**src/inc/pin_location_selector_pkg.sv**
```systemverilog
// constants and carrier types for the alternative pin location selector
`default_nettype none
package pin_location_selector_pkg;
	localparam int ADDR_W = 4;
	localparam int DATA_W = 8;
	localparam int NUM_CTRL = 4;
	// register offsets
	localparam logic [3:0] OFS_CTRL_LOGIC_EVENT = 4'h0;
	localparam logic [3:0] OFS_CTRL_COMM = 4'h1;
	localparam logic [3:0] OFS_CTRL_WAVEFORM = 4'h2;
	localparam logic [3:0] OFS_CTRL_TIMER_B = 4'h3;
	localparam logic [7:0] CTRL_RESET = 8'h00;
	localparam logic [7:0] RDATA_IDLE = 8'h00;
	// implemented bits of each control register, index = offset
	localparam logic [3:0][7:0] CTRL_MASK = {8'h03, 8'h3F, 8'h15, 8'h37};
	// alt_pin_ctrl_logic_event fields
	localparam int BIT_LOGIC_TABLE_ONE_ALT = 5;
	localparam int BIT_LOGIC_TABLE_ZERO_ALT = 4;
	localparam int BIT_EVENT_PIN_OUT_TWO_EN = 2;
	localparam int BIT_EVENT_PIN_OUT_ONE_EN = 1;
	localparam int BIT_EVENT_PIN_OUT_ZERO_EN = 0;
	// alt_pin_ctrl_comm fields
	localparam int BIT_TWO_WIRE_ALT = 4;
	localparam int BIT_SERIAL_PERIPH_ALT = 2;
	localparam int BIT_ASYNC_SERIAL_ALT = 0;
	// alt_pin_ctrl_waveform fields: bit n moves waveform output n
	localparam int BIT_WAVE_OUT_ZERO_ALT = 0;
	localparam int NUM_WAVE = 6;
	localparam int NUM_WAVE_LOW = 3;
	// alt_pin_ctrl_timer_b fields: bit n moves timer B instance n
	localparam int BIT_TIMER_B_ZERO_ALT = 0;
	localparam int NUM_TIMER_B = 2;
	// signal group widths
	localparam int NUM_LUT = 2;
	localparam int NUM_EVENT = 3;
	localparam int NUM_TWI = 2;
	localparam int NUM_SPI = 4;
	localparam int NUM_USART = 3;
	// one pad driver: level and output enable
	typedef struct packed {
		logic out;
		logic oe;
	} pad_s;
	localparam pad_s PAD_IDLE = '{out: 1'b0, oe: 1'b0};
endpackage : pin_location_selector_pkg
`default_nettype wire

```
**src/design/pin_steer.sv**
```systemverilog
// registered steering of a signal group between default and alternative pins
`default_nettype none
module pin_steer #(
	parameter int W = 1
) (
	input wire logic clk,
	input wire logic arst_n,
	input wire logic sel_alt,
	input wire pin_location_selector_pkg::pad_s [W-1:0] periph_drv,
	input wire logic [W-1:0] dflt_in,
	input wire logic [W-1:0] alt_in,
	output logic [W-1:0] periph_in,
	output pin_location_selector_pkg::pad_s [W-1:0] dflt_pad,
	output pin_location_selector_pkg::pad_s [W-1:0] alt_pad
);
	pin_location_selector_pkg::pad_s [W-1:0] next_dflt_pad;
	pin_location_selector_pkg::pad_s [W-1:0] next_alt_pad;
	logic [W-1:0] next_periph_in;

	// the unselected pin is released so it can serve its port function
	always_comb
	begin
		for (int i = 0; i < W; i++)
		begin
			next_dflt_pad[i] = sel_alt ? pin_location_selector_pkg::PAD_IDLE
				: periph_drv[i];
			next_alt_pad[i] = sel_alt ? periph_drv[i]
				: pin_location_selector_pkg::PAD_IDLE;
		end
		next_periph_in = sel_alt ? alt_in : dflt_in;
	end

	always_ff @(posedge clk or negedge arst_n)
	begin
		if (!arst_n)
		begin
			dflt_pad <= '0;
			alt_pad <= '0;
			periph_in <= '0;
		end
		else
		begin
			dflt_pad <= next_dflt_pad;
			alt_pad <= next_alt_pad;
			periph_in <= next_periph_in;
		end
	end
endmodule : pin_steer
`default_nettype wire

```
**src/design/event_pin_gate.sv**
```systemverilog
// registered enable of event channel levels onto their pins
`default_nettype none
module event_pin_gate #(
	parameter int W = 1
) (
	input wire logic clk,
	input wire logic arst_n,
	input wire logic [W-1:0] enable,
	input wire logic [W-1:0] event_level,
	output pin_location_selector_pkg::pad_s [W-1:0] event_pad
);
	pin_location_selector_pkg::pad_s [W-1:0] next_event_pad;

	// a disabled output leaves the pin undriven, not driven low
	always_comb
	begin
		for (int i = 0; i < W; i++)
		begin
			next_event_pad[i].out = enable[i] & event_level[i];
			next_event_pad[i].oe = enable[i];
		end
	end

	always_ff @(posedge clk or negedge arst_n)
	begin
		if (!arst_n)
		begin
			event_pad <= '0;
		end
		else
		begin
			event_pad <= next_event_pad;
		end
	end
endmodule : event_pin_gate
`default_nettype wire

```
**src/design/pin_location_selector.sv**
```systemverilog
// alternative pin location selector: control registers and pin steering
`default_nettype none

// Notes on behaviour
// - bit 5 of the first register moves lookup table 1 output to its alt pin.
// - bit 4 of the first register moves lookup table 0 output to its alt pin.
// - bits 2..0 of the first register each drive one event output onto a pin.
// - bit 4 of the second register moves the two-wire pins to alt pins.
// - bit 2 of the second register moves the SPI pins to alt pins.
// - bit 0 of the second register moves the USART pins to alt pins.
// - bits 5..3 of the third register move waveform outputs 5..3, split only.
// - bits 2..0 of the third register move waveform outputs 2..0 in any mode.
// - bit 1 of the fourth register moves timer B instance 1 to its alt pin.
// - bit 0 of the fourth register moves timer B instance 0 to its alt pin.
module pin_location_selector (
	input wire logic clk,
	input wire logic arst_n,
	// register port
	input wire logic [pin_location_selector_pkg::ADDR_W-1:0] reg_addr,
	input wire logic [pin_location_selector_pkg::DATA_W-1:0] reg_wdata,
	input wire logic reg_wr,
	input wire logic reg_rd,
	output logic [pin_location_selector_pkg::DATA_W-1:0] reg_rdata,
	// lookup table outputs
	input wire pin_location_selector_pkg::pad_s [1:0] lut_drv,
	output pin_location_selector_pkg::pad_s [1:0] lut_dflt_pad,
	output pin_location_selector_pkg::pad_s [1:0] lut_alt_pad,
	// event system outputs
	input wire logic [2:0] event_level,
	output pin_location_selector_pkg::pad_s [2:0] event_pad,
	// two-wire interface: clock, data
	input wire pin_location_selector_pkg::pad_s [1:0] twi_drv,
	output logic [1:0] twi_in,
	input wire logic [1:0] twi_dflt_in,
	input wire logic [1:0] twi_alt_in,
	output pin_location_selector_pkg::pad_s [1:0] twi_dflt_pad,
	output pin_location_selector_pkg::pad_s [1:0] twi_alt_pad,
	// SPI: clock, out, in, select
	input wire pin_location_selector_pkg::pad_s [3:0] spi_drv,
	output logic [3:0] spi_in,
	input wire logic [3:0] spi_dflt_in,
	input wire logic [3:0] spi_alt_in,
	output pin_location_selector_pkg::pad_s [3:0] spi_dflt_pad,
	output pin_location_selector_pkg::pad_s [3:0] spi_alt_pad,
	// USART: transmit, receive, clock
	input wire pin_location_selector_pkg::pad_s [2:0] usart_drv,
	output logic [2:0] usart_in,
	input wire logic [2:0] usart_dflt_in,
	input wire logic [2:0] usart_alt_in,
	output pin_location_selector_pkg::pad_s [2:0] usart_dflt_pad,
	output pin_location_selector_pkg::pad_s [2:0] usart_alt_pad,
	// timer A waveform outputs
	input wire logic wave_split_mode,
	input wire pin_location_selector_pkg::pad_s [5:0] wave_drv,
	output pin_location_selector_pkg::pad_s [5:0] wave_dflt_pad,
	output pin_location_selector_pkg::pad_s [5:0] wave_alt_pad,
	// timer B outputs
	input wire pin_location_selector_pkg::pad_s [1:0] timer_b_drv,
	output pin_location_selector_pkg::pad_s [1:0] timer_b_dflt_pad,
	output pin_location_selector_pkg::pad_s [1:0] timer_b_alt_pad
);
	logic [pin_location_selector_pkg::NUM_CTRL-1:0][7:0] ctrl;
	logic [pin_location_selector_pkg::NUM_CTRL-1:0][7:0] next_ctrl;
	logic [pin_location_selector_pkg::DATA_W-1:0] next_reg_rdata;
	logic [7:0] alt_pin_ctrl_logic_event;
	logic [7:0] alt_pin_ctrl_comm;
	logic [7:0] alt_pin_ctrl_waveform;
	logic [7:0] alt_pin_ctrl_timer_b;
	logic [5:0] wave_sel;
	logic [2:0] event_en;

	assign alt_pin_ctrl_logic_event =
		ctrl[pin_location_selector_pkg::OFS_CTRL_LOGIC_EVENT[1:0]];
	assign alt_pin_ctrl_comm =
		ctrl[pin_location_selector_pkg::OFS_CTRL_COMM[1:0]];
	assign alt_pin_ctrl_waveform =
		ctrl[pin_location_selector_pkg::OFS_CTRL_WAVEFORM[1:0]];
	assign alt_pin_ctrl_timer_b =
		ctrl[pin_location_selector_pkg::OFS_CTRL_TIMER_B[1:0]];

	// control registers; only offsets below the register count are mapped
	always_comb
	begin
		next_ctrl = ctrl;
		next_reg_rdata = pin_location_selector_pkg::RDATA_IDLE;
		for (int i = 0; i < pin_location_selector_pkg::NUM_CTRL; i++)
		begin
			if (reg_wr && reg_addr == 4'(i))
			begin
				next_ctrl[i] = reg_wdata
					& pin_location_selector_pkg::CTRL_MASK[i];
			end
			if (reg_rd && reg_addr == 4'(i))
			begin
				// read data only in the cycle after the strobe
				next_reg_rdata = ctrl[i]
					& pin_location_selector_pkg::CTRL_MASK[i];
			end
		end
	end

	always_ff @(posedge clk or negedge arst_n)
	begin
		if (!arst_n)
		begin
			ctrl <= {pin_location_selector_pkg::NUM_CTRL{
				pin_location_selector_pkg::CTRL_RESET}};
			reg_rdata <= pin_location_selector_pkg::RDATA_IDLE;
		end
		else
		begin
			ctrl <= next_ctrl;
			reg_rdata <= next_reg_rdata;
		end
	end

	// upper waveform selections are held off outside split mode
	always_comb
	begin
		for (int i = 0; i < pin_location_selector_pkg::NUM_WAVE; i++)
		begin
			if (i < pin_location_selector_pkg::NUM_WAVE_LOW)
			begin
				wave_sel[i] = alt_pin_ctrl_waveform[
					pin_location_selector_pkg::BIT_WAVE_OUT_ZERO_ALT + i];
			end
			else
			begin
				wave_sel[i] = wave_split_mode & alt_pin_ctrl_waveform[
					pin_location_selector_pkg::BIT_WAVE_OUT_ZERO_ALT + i];
			end
		end
	end

	assign event_en = {
		alt_pin_ctrl_logic_event[
			pin_location_selector_pkg::BIT_EVENT_PIN_OUT_TWO_EN],
		alt_pin_ctrl_logic_event[
			pin_location_selector_pkg::BIT_EVENT_PIN_OUT_ONE_EN],
		alt_pin_ctrl_logic_event[
			pin_location_selector_pkg::BIT_EVENT_PIN_OUT_ZERO_EN]};

	// event outputs only drive while enabled
	event_pin_gate #(
		.W(pin_location_selector_pkg::NUM_EVENT)
	) u_event_gate (
		.clk(clk),
		.arst_n(arst_n),
		.enable(event_en),
		.event_level(event_level),
		.event_pad(event_pad)
	);

	// lookup table zero
	pin_steer #(
		.W(1)
	) u_lut_zero (
		.clk(clk),
		.arst_n(arst_n),
		.sel_alt(alt_pin_ctrl_logic_event[
			pin_location_selector_pkg::BIT_LOGIC_TABLE_ZERO_ALT]),
		.periph_drv(lut_drv[0]),
		.dflt_in(1'b0),
		.alt_in(1'b0),
		.periph_in(),
		.dflt_pad(lut_dflt_pad[0]),
		.alt_pad(lut_alt_pad[0])
	);

	// lookup table one
	pin_steer #(
		.W(1)
	) u_lut_one (
		.clk(clk),
		.arst_n(arst_n),
		.sel_alt(alt_pin_ctrl_logic_event[
			pin_location_selector_pkg::BIT_LOGIC_TABLE_ONE_ALT]),
		.periph_drv(lut_drv[1]),
		.dflt_in(1'b0),
		.alt_in(1'b0),
		.periph_in(),
		.dflt_pad(lut_dflt_pad[1]),
		.alt_pad(lut_alt_pad[1])
	);

	// whole serial groups move together so a bus never straddles locations
	pin_steer #(
		.W(pin_location_selector_pkg::NUM_TWI)
	) u_twi (
		.clk(clk),
		.arst_n(arst_n),
		.sel_alt(alt_pin_ctrl_comm[
			pin_location_selector_pkg::BIT_TWO_WIRE_ALT]),
		.periph_drv(twi_drv),
		.dflt_in(twi_dflt_in),
		.alt_in(twi_alt_in),
		.periph_in(twi_in),
		.dflt_pad(twi_dflt_pad),
		.alt_pad(twi_alt_pad)
	);

	pin_steer #(
		.W(pin_location_selector_pkg::NUM_SPI)
	) u_spi (
		.clk(clk),
		.arst_n(arst_n),
		.sel_alt(alt_pin_ctrl_comm[
			pin_location_selector_pkg::BIT_SERIAL_PERIPH_ALT]),
		.periph_drv(spi_drv),
		.dflt_in(spi_dflt_in),
		.alt_in(spi_alt_in),
		.periph_in(spi_in),
		.dflt_pad(spi_dflt_pad),
		.alt_pad(spi_alt_pad)
	);

	pin_steer #(
		.W(pin_location_selector_pkg::NUM_USART)
	) u_usart (
		.clk(clk),
		.arst_n(arst_n),
		.sel_alt(alt_pin_ctrl_comm[
			pin_location_selector_pkg::BIT_ASYNC_SERIAL_ALT]),
		.periph_drv(usart_drv),
		.dflt_in(usart_dflt_in),
		.alt_in(usart_alt_in),
		.periph_in(usart_in),
		.dflt_pad(usart_dflt_pad),
		.alt_pad(usart_alt_pad)
	);

	// each waveform output steers on its own
	for (genvar g = 0; g < pin_location_selector_pkg::NUM_WAVE; g++)
	begin : g_wave
		pin_steer #(
			.W(1)
		) u_wave (
			.clk(clk),
			.arst_n(arst_n),
			.sel_alt(wave_sel[g]),
			.periph_drv(wave_drv[g]),
			.dflt_in(1'b0),
			.alt_in(1'b0),
			.periph_in(),
			.dflt_pad(wave_dflt_pad[g]),
			.alt_pad(wave_alt_pad[g])
		);
	end

	// each timer B output steers on its own
	for (genvar g = 0; g < pin_location_selector_pkg::NUM_TIMER_B; g++)
	begin : g_timer_b
		pin_steer #(
			.W(1)
		) u_timer_b (
			.clk(clk),
			.arst_n(arst_n),
			.sel_alt(alt_pin_ctrl_timer_b[
				pin_location_selector_pkg::BIT_TIMER_B_ZERO_ALT + g]),
			.periph_drv(timer_b_drv[g]),
			.dflt_in(1'b0),
			.alt_in(1'b0),
			.periph_in(),
			.dflt_pad(timer_b_dflt_pad[g]),
			.alt_pad(timer_b_alt_pad[g])
		);
	end
endmodule : pin_location_selector
`default_nettype wire

```
**config.mk**
```make
export PLATFORM = sky130hd
export DESIGN_NAME = pin_location_selector
export DESIGN_NICKNAME = d
export VERILOG_FILES = /design/src/inc/pin_location_selector_pkg.sv /design/src/design/pin_steer.sv /design/src/design/event_pin_gate.sv /design/src/design/pin_location_selector.sv
export SDC_FILE = /design/constraint.sdc
export NUM_CORES = 1
export LEC_CHECK = 0
export BUFFER_PORTS_ARGS = -buffer_cell sky130_fd_sc_hd__buf_2
export CAP_MARGIN = 10
export CORE_MARGIN = 2
export CORE_UTILIZATION = 50
export CTS_BUF_LIST = sky130_fd_sc_hd__clkbuf_16
export DETAILED_ROUTE_END_ITERATION = 7
export HOLD_SLACK_MARGIN = 0.08
export PLACE_DENSITY = 0.84
export SYNTH_ARGS = -nofsm -noshare
export SYNTH_HDL_FRONTEND = slang
export SYNTH_SLANG_ARGS = --single-unit
```
**constraint.sdc**
```tcl
create_clock -name clk -period 2.4 [get_ports clk]
set_input_delay 0.12 -clock clk [delete_from_list [all_inputs] [get_ports clk]]
set_output_delay 0.12 -clock clk [all_outputs]
set_load 0.03 [all_outputs]
```
Yosys cells after proc, flatten, opt, wreduce, memory -nomap -nowiden
Index checks and enable logic that the tools add are counted.
{"block": "totals", "reg_bits": 113, "inputBits": 76, "out_inout_bits": 99, "elab_cells": 153}
{"block": "op_classes", "eq_ne": 3, "muxes": 45, "bitwise": 6, "n_reduce_logical": 9}
{"operator": "2-bit 2-to-1 mux", "count": 39}
{"operator": "6-bit 2-to-1 mux", "count": 4}
{"operator": "4-bit by 2-bit equality test with 1-bit output, second input constant", "count": 2}
{"operator": "1-bit logical AND", "count": 8}
{"operator": "1-bit AND", "count": 6}
{"operator": "4-bit by 1-bit equality test with 1-bit output, second input constant", "count": 1}
{"operator": "4-bit zero test", "count": 1}
{"operator": "4-bit 2-to-1 mux", "count": 1}
{"operator": "3-bit 2-to-1 mux", "count": 1}

Longest topological paths before layout
Gate-level depths: netlist of run 1.
{"block": "depth", "word_depth": 6, "mapped_depth": 4, "ltp_nobuf": 3}

Cells and area by module
A second synthesis of run 1 with hierarchy kept.
{"block": "hier_totals", "hier_cells": 274, "area_unflattened_um2": 4409.2}
{"mod": "pin_steer (g_timer_b[0].u_timer_b ...)", "instances": 10, "cells_per_inst": 10, "area_per_inst_um2": 172.7, "seq_area_each_um2": 125.1}
{"mod": "pin_location_selector", "instances": 1, "cells_per_inst": 71, "area_per_inst_um2": 989.7, "seq_area_each_um2": 550.5}
{"mod": "pin_steer (u_spi)", "instances": 1, "cells_per_inst": 42, "area_per_inst_um2": 681.9, "seq_area_each_um2": 500.5}
{"mod": "pin_steer (u_usart)", "instances": 1, "cells_per_inst": 31, "area_per_inst_um2": 500.5, "seq_area_each_um2": 375.4}
{"mod": "pin_steer (u_twi)", "instances": 1, "cells_per_inst": 21, "area_per_inst_um2": 341.6, "seq_area_each_um2": 250.2}
{"mod": "event_pin_gate", "instances": 1, "cells_per_inst": 9, "area_per_inst_um2": 168.9, "seq_area_each_um2": 150.1}

Least setup slack after synthesis of run 1
Ideal clock, no wire load.
{"block": "synth_path", "kind": "register -> register", "from": "register ctrl, in the netlist alt_pin_ctrl_comm[0]", "to": "register reg_rdata[0] in the netlist's numbering", "setup_time_ps": 120, "arrival_ps": 1121, "required_ps": 2280, "slack_ps": 1159, "stages_incl_launch_ff": 4, "n_path_buf": 1, "period_less_slack_ps": 1241, "path_cell_list": "dfrtp_1 -> clkbuf_1 -> mux4_2 -> and3_1"}
{"block": "synth_between", "elab_chain_len": 3}
{"element": "from (decl)", "line_no": "pin_location_selector.sv:62", "text": "logic [pin_location_selector_pkg::NUM_CTRL-1:0][7:0] ctrl;"}
{"element": "from (signal assigned)", "line_no": "pin_location_selector.sv:106", "text": "ctrl <= {pin_location_selector_pkg::NUM_CTRL{"}
{"element": "from (signal assigned)", "line_no": "pin_location_selector.sv:112", "text": "ctrl <= next_ctrl;"}
{"element": "6-bit 2-to-1 mux (3 in a row)", "line_no": "pin_location_selector.sv:93", "text": "if (reg_rd && reg_addr == 4'(i))"}
{"element": "net next_reg_rdata (one bit)", "line_no": "pin_location_selector.sv:64", "text": "logic [pin_location_selector_pkg::DATA_W-1:0] next_reg_rdata;"}
{"element": "to (signal assigned)", "line_no": "pin_location_selector.sv:108", "text": "reg_rdata <= pin_location_selector_pkg::RDATA_IDLE;"}
{"element": "to (signal assigned)", "line_no": "pin_location_selector.sv:113", "text": "reg_rdata <= next_reg_rdata;"}
{"element": "to (decl)", "line_no": "pin_location_selector.sv:23", "text": "output logic [pin_location_selector_pkg::DATA_W-1:0] reg_rdata,"}
The timed path passes the listed nets, and every way through them passes these cells.
A chain may end at the register's enable or synchronous reset.

Worst setup path after layout of run 1
Same ends and word-level chain as after synthesis.

==> out/metrics.yaml, run 1 <==
post-place-ws_ns: 1.03
power_frac_clock: 0.432
die_h_um: 91.9
status: "complete, no violations"
grt_pass1_vias: 3147
first_iter_violations: 137
cts_resized: 0
final_nets: 584
synth_edf_count: 0
drt_first_pass_iters: 4
gp_congestion: 0.679
final_util: 0.815
synth.cell_area_um2: 3860
rsz0062_at_grt: "no"
routed_wl_mm: 9.57
fp-row-count: 32
root_buffer: "clkbuf_16"
postRouteAntennaNets: 0
diodes: 0
drv_cap: 0
intPower_w: 0.00447
layout-drive-gt1-share: 0.440
clockBufferDepth: 2
grt.total_usage: 0.239
synth.distinct_cells: 27
ys_seq_elements: 113
slew_violations: 0
fin_crit_sh: 0.808
yosysTopAreaCellShare: 0.732
start_util: 0.508
switching_share: 0.280
seq_area_frac_synth: 0.732
min_period_ns: 1.94
p_comb_frac: 0.188
grt.overflow.total: 0
htreeDepth: 4
yosys.area.top_type: "dfrtp_1"
seqPwrFrac: 0.380
slew_headroom: 0.577
drc: 0
cellPowerDensity_nw_per_um2: 1000
setup_viol: 0
cts_tree: "yes"
area_growth_pct: 60.6
tightest_slew_ns: 0.635
crit_fanout: 17
cts_made_buffers: 17
portBuffers: 170
placed_area_um2: 4810
fin_tns_setup_ns: 0
cp-start-kind: "flop"
ys_warn_count: 0
synth_top_cells_by_area: "dfrtp_1, mux2_2, and2_1"
post-dp-hpwl_mm: 5.51
grt_pass1_wl_mm: 15.1
path_clk_slew_ns: 0.05
yosys_most_used_dff: "dfrtp_1"
avgSynthCellArea_um2: 15.3
hold_path.class: "input pin to flop"
fin_hold_ws_ns: 0.141
antenna_found_initial: 0
routedWlPerCell_um: 15.4
die-area_um2: 8440
io_pins: 175
crit_type: "flop to flop"
critPathCaptureType: "flop"
vdd_drop_max_mv: 0.578
final_area_um2: 6200
core-area_um2: 7610
crit_slowest_cell: "dfrtp_1"
grt_start_max_net_pins: 74
async_reset_ff_frac: 1.00
fmax_mhz: 516
clk-insertion-delay-late_ns: 0.39
final.setup.worst_slack_ns: 0.461
die_w_um: 91.9
cp_cell_sequence: "mux4_2 > and3_1 > dlygate4sd3_1"
cp.arrival_ns: 2.21
switching_power_w: 0.00174
viasPerCell: 4.61
skew_ns: 0.00610
vias: 2865
synth_cells: 252
slowest_delay_ns: 0.57
hold_violations: 0
p_leak_nw: 3.22
critPathRequiredTime_ns: 2.67
cts.sinks: 113
[cells in the final DEF (no fill, tap or decap), types with 3 or more instances in the layout]
cell type	instances
clkbuf_16	17
dfrtp_1	113
nand2_1	3
mux2_2	20
clkinv_2	3
clkinvlp_4	3
buf_2	169
bufinv_16	5
dlygate4sd3_1	75
nor2b_1	32
mux2_1	5
a21boi_0	6
mux2i_1	4
and3_1	7
and2_1	35
[power groups by stage]
stage | logic [W] | clock network [W] | registers, W
4_1_cts | 0.00116 | 0.00271 | 0.00235
3_3_place_gp | 0.00101 | 0 | 0.00237
3_5_place_dp | 0.00103 | 0 | 0.00239
5_1_grt | 0.00124 | 0.00281 | 0.00240
2_1_floorplan | 0.000274 | 0 | 0.00276
6_report | 0.00117 | 0.00268 | 0.00236
[cell usage after synthesis (2+ instances only)]
| cell type | count |
|---|---|
| mux2_2 | 20 |
| dfrtp_1 | 113 |
| nor2b_1 | 32 |
| mux2_1 | 5 |
| nor2_1 | 2 |
| mux2i_1 | 4 |
| nor3_1 | 2 |
| buf_4 | 4 |
| and3_1 | 7 |
| a21boi_0 | 6 |
| and2_1 | 35 |
| clkbuf_1 | 5 |
| nand2_1 | 3 |
[routing by layer]
layer,share of wire,up-vias,GRT usage
li1,-,1333,-
met1,0.38,1403,0.261
met2,0.54,116,0.431
met3,0.066,13,0.0748
met4,0.012,0,0.0920
met5,0,-,0
[state kept, by name, summed over array words and instances, names as in the netlist, 3 cells and up]
name                          count
u_usart.dflt_pad                  6
u_spi.periph_in                   4
alt_pin_ctrl_comm                 3
alt_pin_ctrl_logic_event          5
u_spi.dflt_pad                    8
u_twi.alt_pad                     4
u_event_gate.event_pad            6
u_usart.periph_in                 3
alt_pin_ctrl_waveform             6
u_usart.alt_pad                   6
g_wave.u_wave.dflt_pad           12
g_wave.u_wave.alt_pad            12
reg_rdata                         6
u_twi.dflt_pad                    4
g_timer_b.u_timer_b.dflt_pad      4
g_timer_b.u_timer_b.alt_pad       4
u_spi.alt_pad                     8
[cell families (layout without fill, tap and decap cells)]
family | Yosys count | count (layout) | synth area share
AOI/OAI and AO/OA | 9 | 9 | 0.0172
buffers and inverters | 10 | 277 | 0.0139
DFF | 113 | 113 | 0.732
muxes | 30 | 30 | 0.0891
other | 1 | 2 | 0.000971
and+or+nand+nor | 89 | 89 | 0.146
[cell type report]
class | count | area [um^2]
Clock buffer | 17 | 425
Clock inverter | 14 | 214
Fill cell | 433 | 1410
Multi-Input combinational cell | 130 | 983
Sequential cell | 113 | 2830
Tap cell | 102 | 128
Timing Repair Buffer | 246 | 1620
[critical path, delay by kind of cell, from the launching register on]
family / cells / cell delay, ns
buf+inv: 1 / 0.55
flops: 1 / 0.57
mux: 1 / 0.52
simple gates: 1 / 0.19
[stage by stage]
step                total power (W)  cells
detailed placement          0.00342    516
floorplan                   0.00303    253
finish                      0.00621    622
global placement            0.00338    516
CTS                         0.00622    622
global route                0.00644    622
[timing repair]
action                    4_1_cts  5_1_grt
hold endpoints to repair      147        0
hold buffers                   75        0
setup buffers                   0        0
[final timing paths]
| kind | from | to | slack (ns) | cells past startpoint |
|---|---|---|---|---|
| min in group asynchronous | arst_n | u_twi.alt_pad[0]$_DFF_PN0_ | 0.24 | 2 |
| min | reg_wr | alt_pin_ctrl_comm[2]$_DFFE_PN0P_ | 0.14 | 3 |
| max in group asynchronous | arst_n | alt_pin_ctrl_waveform[2]$_DFFE_PN0P_ | 1.40 | 3 |
| max | alt_pin_ctrl_comm[0]$_DFFE_PN0P_ | reg_rdata[0]$_DFF_PN0_ | 0.46 | 3 |
| max reg2reg | alt_pin_ctrl_comm[0]$_DFFE_PN0P_ | reg_rdata[0]$_DFF_PN0_ | 0.46 | 3 |
| min reg2reg | alt_pin_ctrl_logic_event[2]$_DFFE_PN0P_ | u_event_gate.event_pad[4]$_DFF_PN0_ | 0.42 | 0 |
Power figures use the tool's default switching activity.
==> inputs of run 2 (changes only) <==
--- a/config.mk
+++ b/config.mk
@@ -8,11 +8,11 @@
 export BUFFER_PORTS_ARGS = -buffer_cell sky130_fd_sc_hd__buf_2
 export CAP_MARGIN = 10
 export CORE_MARGIN = 2
-export CORE_UTILIZATION = 50
+export CORE_UTILIZATION = 42
 export CTS_BUF_LIST = sky130_fd_sc_hd__clkbuf_16
 export DETAILED_ROUTE_END_ITERATION = 7
 export HOLD_SLACK_MARGIN = 0.08
-export PLACE_DENSITY = 0.84
+export PLACE_DENSITY = 0.76
 export SYNTH_ARGS = -nofsm -noshare
 export SYNTH_HDL_FRONTEND = slang
 export SYNTH_SLANG_ARGS = --single-unit
==> constraint.sdc (replaced) <==
create_clock -name clk -period 1.7 [get_ports clk]
set_input_delay 0.085 -clock clk [delete_from_list [all_inputs] [get_ports clk]]
set_output_delay 0.085 -clock clk [all_outputs]
set_load 0.03 [all_outputs]
==> run 2 against run 1 <==
Effect of this change:
- utilization down 12 points
- die area up 18%
- non-clock buffer count up 2
- worst hold slack worse by 0.041 ns
- routed wire length down 1.6%
- cell count up 1.4%
- first-iteration DRC count down 43%
- clock power up 22%
- via count down 0.24%
- flip-flop and latch count unchanged
- global-route usage down 4.2 points
==> out/metrics.yaml, run 2 (synthesis results as in run 1) <==
status: "complete, no violations"
slew_headroom: 0.607  # +0.0300
start_util: 0.438  # -0.0691
final_area_um2: 6140  # -0.97%
crit_buf_inv: 2  # +1
post-place-ws_ns: 0.415  # -0.616 ns
grt_pass1_wl_mm: 14.8  # -1.9%
die-area_um2: 9980  # +18%
rsz0062_at_grt: "no"
mostFrequentLayoutCells: "buf_2, dfrtp_1, dlygate4sd3_1, and2_1, nor2b_1"
critPathCaptureType: "flop"
diodes: 0  # unchanged
tightest_slew_ns: 0.590  # -0.0450 ns
first_iter_violations: 78  # -43%
fmax_mhz: 619  # +20%
gp_congestion: 0.746  # +9.9%
cts_tree: "yes"
min_period_ns: 1.62  # -0.324 ns
htreeDepth: 4  # unchanged
drc: 0  # unchanged
viasPerCell: 4.53  # -1.7%
hold_path.class: "input pin to flop"
crit_fanout: 16  # -1
setup_viol: 0  # unchanged
routedWlPerCell_um: 14.9  # -3.0%
die_w_um: 99.9  # +8.7%
post-dp-hpwl_mm: 5.64  # +2.4%
placed_area_um2: 4830  # +0.47%
fin_tns_setup_ns: 0  # unchanged
cp-start-kind: "flop"
cts_made_buffers: 17  # unchanged
grt.overflow.total: 0  # unchanged
cp.arrival_ns: 1.89  # -0.32 ns
fin_crit_sh: 0.950  # +0.142
grt_start_max_net_pins: 114  # +54%
portBuffers: 170  # unchanged
area_growth_pct: 59.1
final.setup.worst_slack_ns: 0.0846  # -0.376 ns
grt_pass1_vias: 3063  # -2.7%
layout.cells.non_filler: 631  # +1.4%
routed_wl_mm: 9.42  # -1.6%
antenna_found_initial: 0  # unchanged
clk-insertion-delay-late_ns: 0.39  # about the same
crit_type: "flop to flop"
vias: 2858  # -0.24%
clockBufferDepth: 2  # unchanged
final_util: 0.697  # -0.118
cts.sinks: 113  # unchanged
skew_ns: 0.00425  # -0.00186 ns
drt_first_pass_iters: 4  # unchanged
final_nets: 586  # +0.34%
io_pins: 175  # unchanged
postRouteAntennaNets: 0  # unchanged
vdd_drop_max_mv: 0.699  # +21%
post-cts-setup-buffers: 0  # unchanged
slowest_delay_ns: 0.57  # about the same
mostFrequentLayoutCell: "buf_2"
biggestRegsByFlops: "g_wave.u_wave.alt_pad x12, g_wave.u_wave.dflt_pad x12"
fp-row-count: 34  # +6.3%
p_leak_nw: 3.20  # -0.58%
grt.total_usage: 0.196  # -0.0425
path_clk_slew_ns: 0.05  # about the same
root_buffer: "clkbuf_16"
cp_top_family: "buffers and inverters"
hold_violations: 0  # unchanged
slew_violations: 0  # unchanged
place_inst: 524  # +1.6%
drv_cap: 0  # unchanged
cellPowerDensity_nw_per_um2: 1350  # +35%
layout-drive-gt1-share: 0.440  # -0.000614
cp_cell_sequence: "buf_4 > mux2_2 > dlygate4sd3_1"
core-area_um2: 8810  # +16%
die_h_um: 99.9  # +8.7%
crit_slowest_cell: "dlygate4sd3_1"
critPathRequiredTime_ns: 1.97  # -0.70 ns
[run 2: changes by cell type in the layout (fill, tap and decap cells not counted), moves of 2 or more]
cell,change
buf_4,+2
clkinv_2,+3
bufinv_16,-3
inv_1,+3
dfrtp_2,+2
dfrtp_1,-2
[run 2: where the power goes]
group          total, W  internal (W)  switching (W)
clock           0.00328       0.00211        0.00117
sequential      0.00330       0.00308       0.000219
combinational   0.00169      0.000662        0.00103
[run 2: repair_timing]
item	in CTS	in global routing
endpoints found under the setup margin	0	6
gates resized for setup	0	2
endpoints found under the hold margin	220	0
hold buffers	75	0
[run 2: worst min-delay path, delay by kind of cell]
| family | cells | cell delay, ns |
|---|---|---|
| buffers and inverters | 1 | 0.13 |
| multiplexers | 1 | 0.15 |
| AND/OR/NAND/NOR | 1 | 0.09 |
[run 2: path summary, 6_finish.rpt]
path	start	end	slack, ns	cells past startpoint
min	reg_wr	alt_pin_ctrl_comm[4]$_DFFE_PN0P_	0.10	3
min in group asynchronous	arst_n	u_usart.alt_pad[2]$_DFF_PN0_	0.28	3
max reg2reg	alt_pin_ctrl_comm[0]$_DFFE_PN0P_	u_usart.periph_in[1]$_DFF_PN0_	0.08	3
max in group asynchronous	arst_n	alt_pin_ctrl_comm[2]$_DFFE_PN0P_	0.94	3
min reg2reg	alt_pin_ctrl_logic_event[1]$_DFFE_PN0P_	u_event_gate.event_pad[2]$_DFF_PN0_	0.43	0
max	alt_pin_ctrl_comm[0]$_DFFE_PN0P_	u_usart.periph_in[1]$_DFF_PN0_	0.08	3
[run 2: final cells by class]
type	instances	area [um^2]
well taps	108	135
repair buffers	248	1640
multi-input cells	130	983
clock inverters	15	129
fillers	604	2660
clock buffers	17	425
flip-flops and latches	113	2830
[run 2: through the flow]
stage | power [W] | hold slack [ns]
2_1_floorplan | 0.00428 | -0.211
3_3_place_gp | 0.00480 | 0.201
3_5_place_dp | 0.00485 | 0.212
4_1_cts | 0.00830 | 0.0893
5_1_grt | 0.00861 | 0.115
6_report | 0.00827 | 0.100
[run 2: layer usage]
layer	vias to the layer above	share of wire	track usage
li1	1337	-	-
met1	1385	0.39	0.219
met2	125	0.53	0.359
met3	11	0.069	0.0620
met4	0	0.014	0.0590
met5	-	0	0
==> inputs of run 3 (changes only) <==
--- a/config.mk
+++ b/config.mk
@@ -13,6 +13,7 @@
 export DETAILED_ROUTE_END_ITERATION = 7
 export HOLD_SLACK_MARGIN = 0.08
 export PLACE_DENSITY = 0.76
+export RECOVER_POWER = 100
 export SYNTH_ARGS = -nofsm -noshare
 export SYNTH_HDL_FRONTEND = slang
 export SYNTH_SLANG_ARGS = --single-unit
==> run 3 against run 2 <==
Effect of this change:
- first-iteration DRC count is 29% lower
- maximum frequency is 0.21% lower
- routed wire length is 1.0% higher
- non-clock buffer count stayed put
- flip-flop and latch count stayed put
- sequential power hardly changed
- utilization is 1.7 points lower
- global-route usage stayed put
- clock power hardly changed
- sequential share of layout area is 1.2 points higher
- die area stayed put
- worst hold slack better by 0.055 ns
- highest routed layer unchanged
==> out/metrics.yaml, run 3 (synthesis results as in run 1) <==
die_h_um: 99.9  # unchanged
fin_hold_ws_ns: 0.155  # +0.0551 ns
cellPowerDensity_nw_per_um2: 1360  # +1.3%
fin_tns_setup_ns: 0  # unchanged
htreeDepth: 4  # unchanged
grt_start_max_net_pins: 114  # unchanged
intPower_w: 0.00575  # -1.7%
crit_type: "flop to flop"
critPathCaptureType: "flop"
mostFrequentLayoutCells: "dfrtp_1, clkbuf_1, dlygate4sd3_1, buf_2, nor2b_1"
drt_first_pass_iters: 4  # unchanged
vdd_drop_max_mv: 0.691  # -1.0%
slowest_delay_ns: 0.57  # about the same
hold_violations: 0  # unchanged
slew_violations: 0  # unchanged
cts_made_buffers: 17  # unchanged
min_period_ns: 1.62  # +0.00337 ns
antenna_found_initial: 0  # unchanged
portBuffers: 170  # unchanged
grt_pass1_wl_mm: 14.8  # unchanged
total_power_w: 0.00817  # -1.1%
hold_path.class: "input pin to flop"
vias: 2852  # -0.21%
p_comb_frac: 0.195  # -0.009
critPathRequiredTime_ns: 1.97  # about the same
cp_cell_sequence: "buf_4 > mux2_2 > dlygate4sd3_1"
gp_congestion: 0.746  # unchanged
switching_share: 0.296  # +0.00391
diodes: 0  # unchanged
start_util: 0.438  # unchanged
path_clk_slew_ns: 0.05  # about the same
switching_power_w: 0.00242  # +0.17%
first_iter_violations: 55  # -29%
power_frac_clock: 0.401  # +0.004
final_area_um2: 5990  # -2.4%
core-area_um2: 8810  # unchanged
post-cts-setup-buffers: 0  # unchanged
viasPerCell: 4.52  # -0.21%
grt.overflow.total: 0  # unchanged
grt_pass1_vias: 3063  # unchanged
drc: 0  # unchanged
clockBufferDepth: 2  # unchanged
fp-row-count: 34  # unchanged
crit_fanout: 16  # unchanged
rsz0062_at_grt: "no"
cp_top_family: "buffers and inverters"
cts_tree: "yes"
routedWlPerCell_um: 15.1  # +1.0%
slew_headroom: 0.342  # -0.265
placed_area_um2: 4830  # unchanged
crit_buf_inv: 2  # unchanged
drv_cap: 0  # unchanged
post-dp-hpwl_mm: 5.64  # unchanged
final_nets: 586  # unchanged
setup_viol: 0  # unchanged
layout-drive-gt1-share: 0.245  # -0.195
routed_wl_mm: 9.52  # +1.0%
area_growth_pct: 55.2
fmax_mhz: 618  # -0.21%
skew_ns: 0.00650  # +0.00225 ns
seqPwrFrac: 0.405  # +0.006
crit_slowest_cell: "dlygate4sd3_1"
cp.arrival_ns: 1.89  # about the same
mostFrequentLayoutCell: "dfrtp_1"
root_buffer: "clkbuf_16"
status: "complete, no violations"
die_w_um: 99.9  # unchanged
cp-start-kind: "flop"
io_pins: 175  # unchanged
p_leak_nw: 2.84  # -12%
fin_crit_sh: 0.952  # +0.00198
biggestRegsByFlops: "g_wave.u_wave.alt_pad x12, g_wave.u_wave.dflt_pad x12"
die-area_um2: 9980  # unchanged
clk-insertion-delay-late_ns: 0.39  # about the same
grt.total_usage: 0.196  # unchanged
cts.sinks: 113  # unchanged
postRouteAntennaNets: 0  # unchanged
tightest_slew_ns: 0.988  # +0.398 ns
-- run 3: cell types whose count changed in the layout (fill, tap and decap cells not counted), sizes merged --
cell / change
buf: -100
clkbuf: +100
-- run 3: cell type report --
| class | count | area (um^2) |
|---|---|---|
| timing repair buffer | 248 | 1510 |
| clock buffer | 17 | 425 |
| sequential | 113 | 2830 |
| tap | 108 | 135 |
| clock inverter | 15 | 129 |
| fill | 681 | 2810 |
| multi-input combinational | 130 | 967 |
-- run 3: path summary, 6_finish.rpt --
check                      depth (start not counted)                                   to  slack (ns)                                     from
setup reg to reg                                   3       u_usart.periph_in[1]$_DFF_PN0_        0.08         alt_pin_ctrl_comm[0]$_DFFE_PN0P_
min in group asynchronous                          3         u_usart.alt_pad[2]$_DFF_PN0_        0.45                                   arst_n
max in group asynchronous                          3     alt_pin_ctrl_comm[2]$_DFFE_PN0P_        0.50                                   arst_n
hold reg to reg                                    0  u_event_gate.event_pad[2]$_DFF_PN0_        0.43  alt_pin_ctrl_logic_event[1]$_DFFE_PN0P_
hold / removal                                     3  alt_pin_ctrl_timer_b[0]$_DFFE_PN0P_        0.16                                   reg_wr
setup / recovery                                   3       u_usart.periph_in[1]$_DFF_PN0_        0.08         alt_pin_ctrl_comm[0]$_DFFE_PN0P_
-- run 3: stage by stage --
stage | setup slack (ns) | util | std cells
global route | 0.0199 | 0.680 | 631
CTS | 0.0290 | 0.697 | 631
global placement | 0.445 | 0.549 | 524
floorplan | 0.459 | - | 253
finish | 0.0813 | 0.680 | 631
detailed placement | 0.415 | 0.549 | 524
-- run 3: per-layer routing --
layer,up-vias,GRT usage,share of wire
met1,1383,0.219,0.39
li1,1336,-,-
met3,9,0.0620,0.065
met5,-,0,0
met2,124,0.359,0.53
met4,0,0.0590,0.010
-- run 3: worst register-to-register path, cell delays in order, from the launching register on --
cell and delay [ns]:
dfrtp_1 0.36, buf_4 0.21, mux2_2 0.36, dlygate4sd3_1 0.57
-- run 3: timing repair --
action	4_1_cts	5_1_grt
setup endpoints to repair	0	6
resized for setup	0	2
hold endpoints to repair	220	0
hold buffers	75	0
-- run 3: power by group through the flow --
stage                     registers (W)  clock network (W)  logic [W]
after floorplan                 0.00389                  0   0.000387
after global placement          0.00332                  0    0.00148
after detailed placement        0.00333                  0    0.00151
after CTS                       0.00329            0.00333    0.00168
after global routing            0.00336            0.00346    0.00170
final                           0.00331            0.00327    0.00159
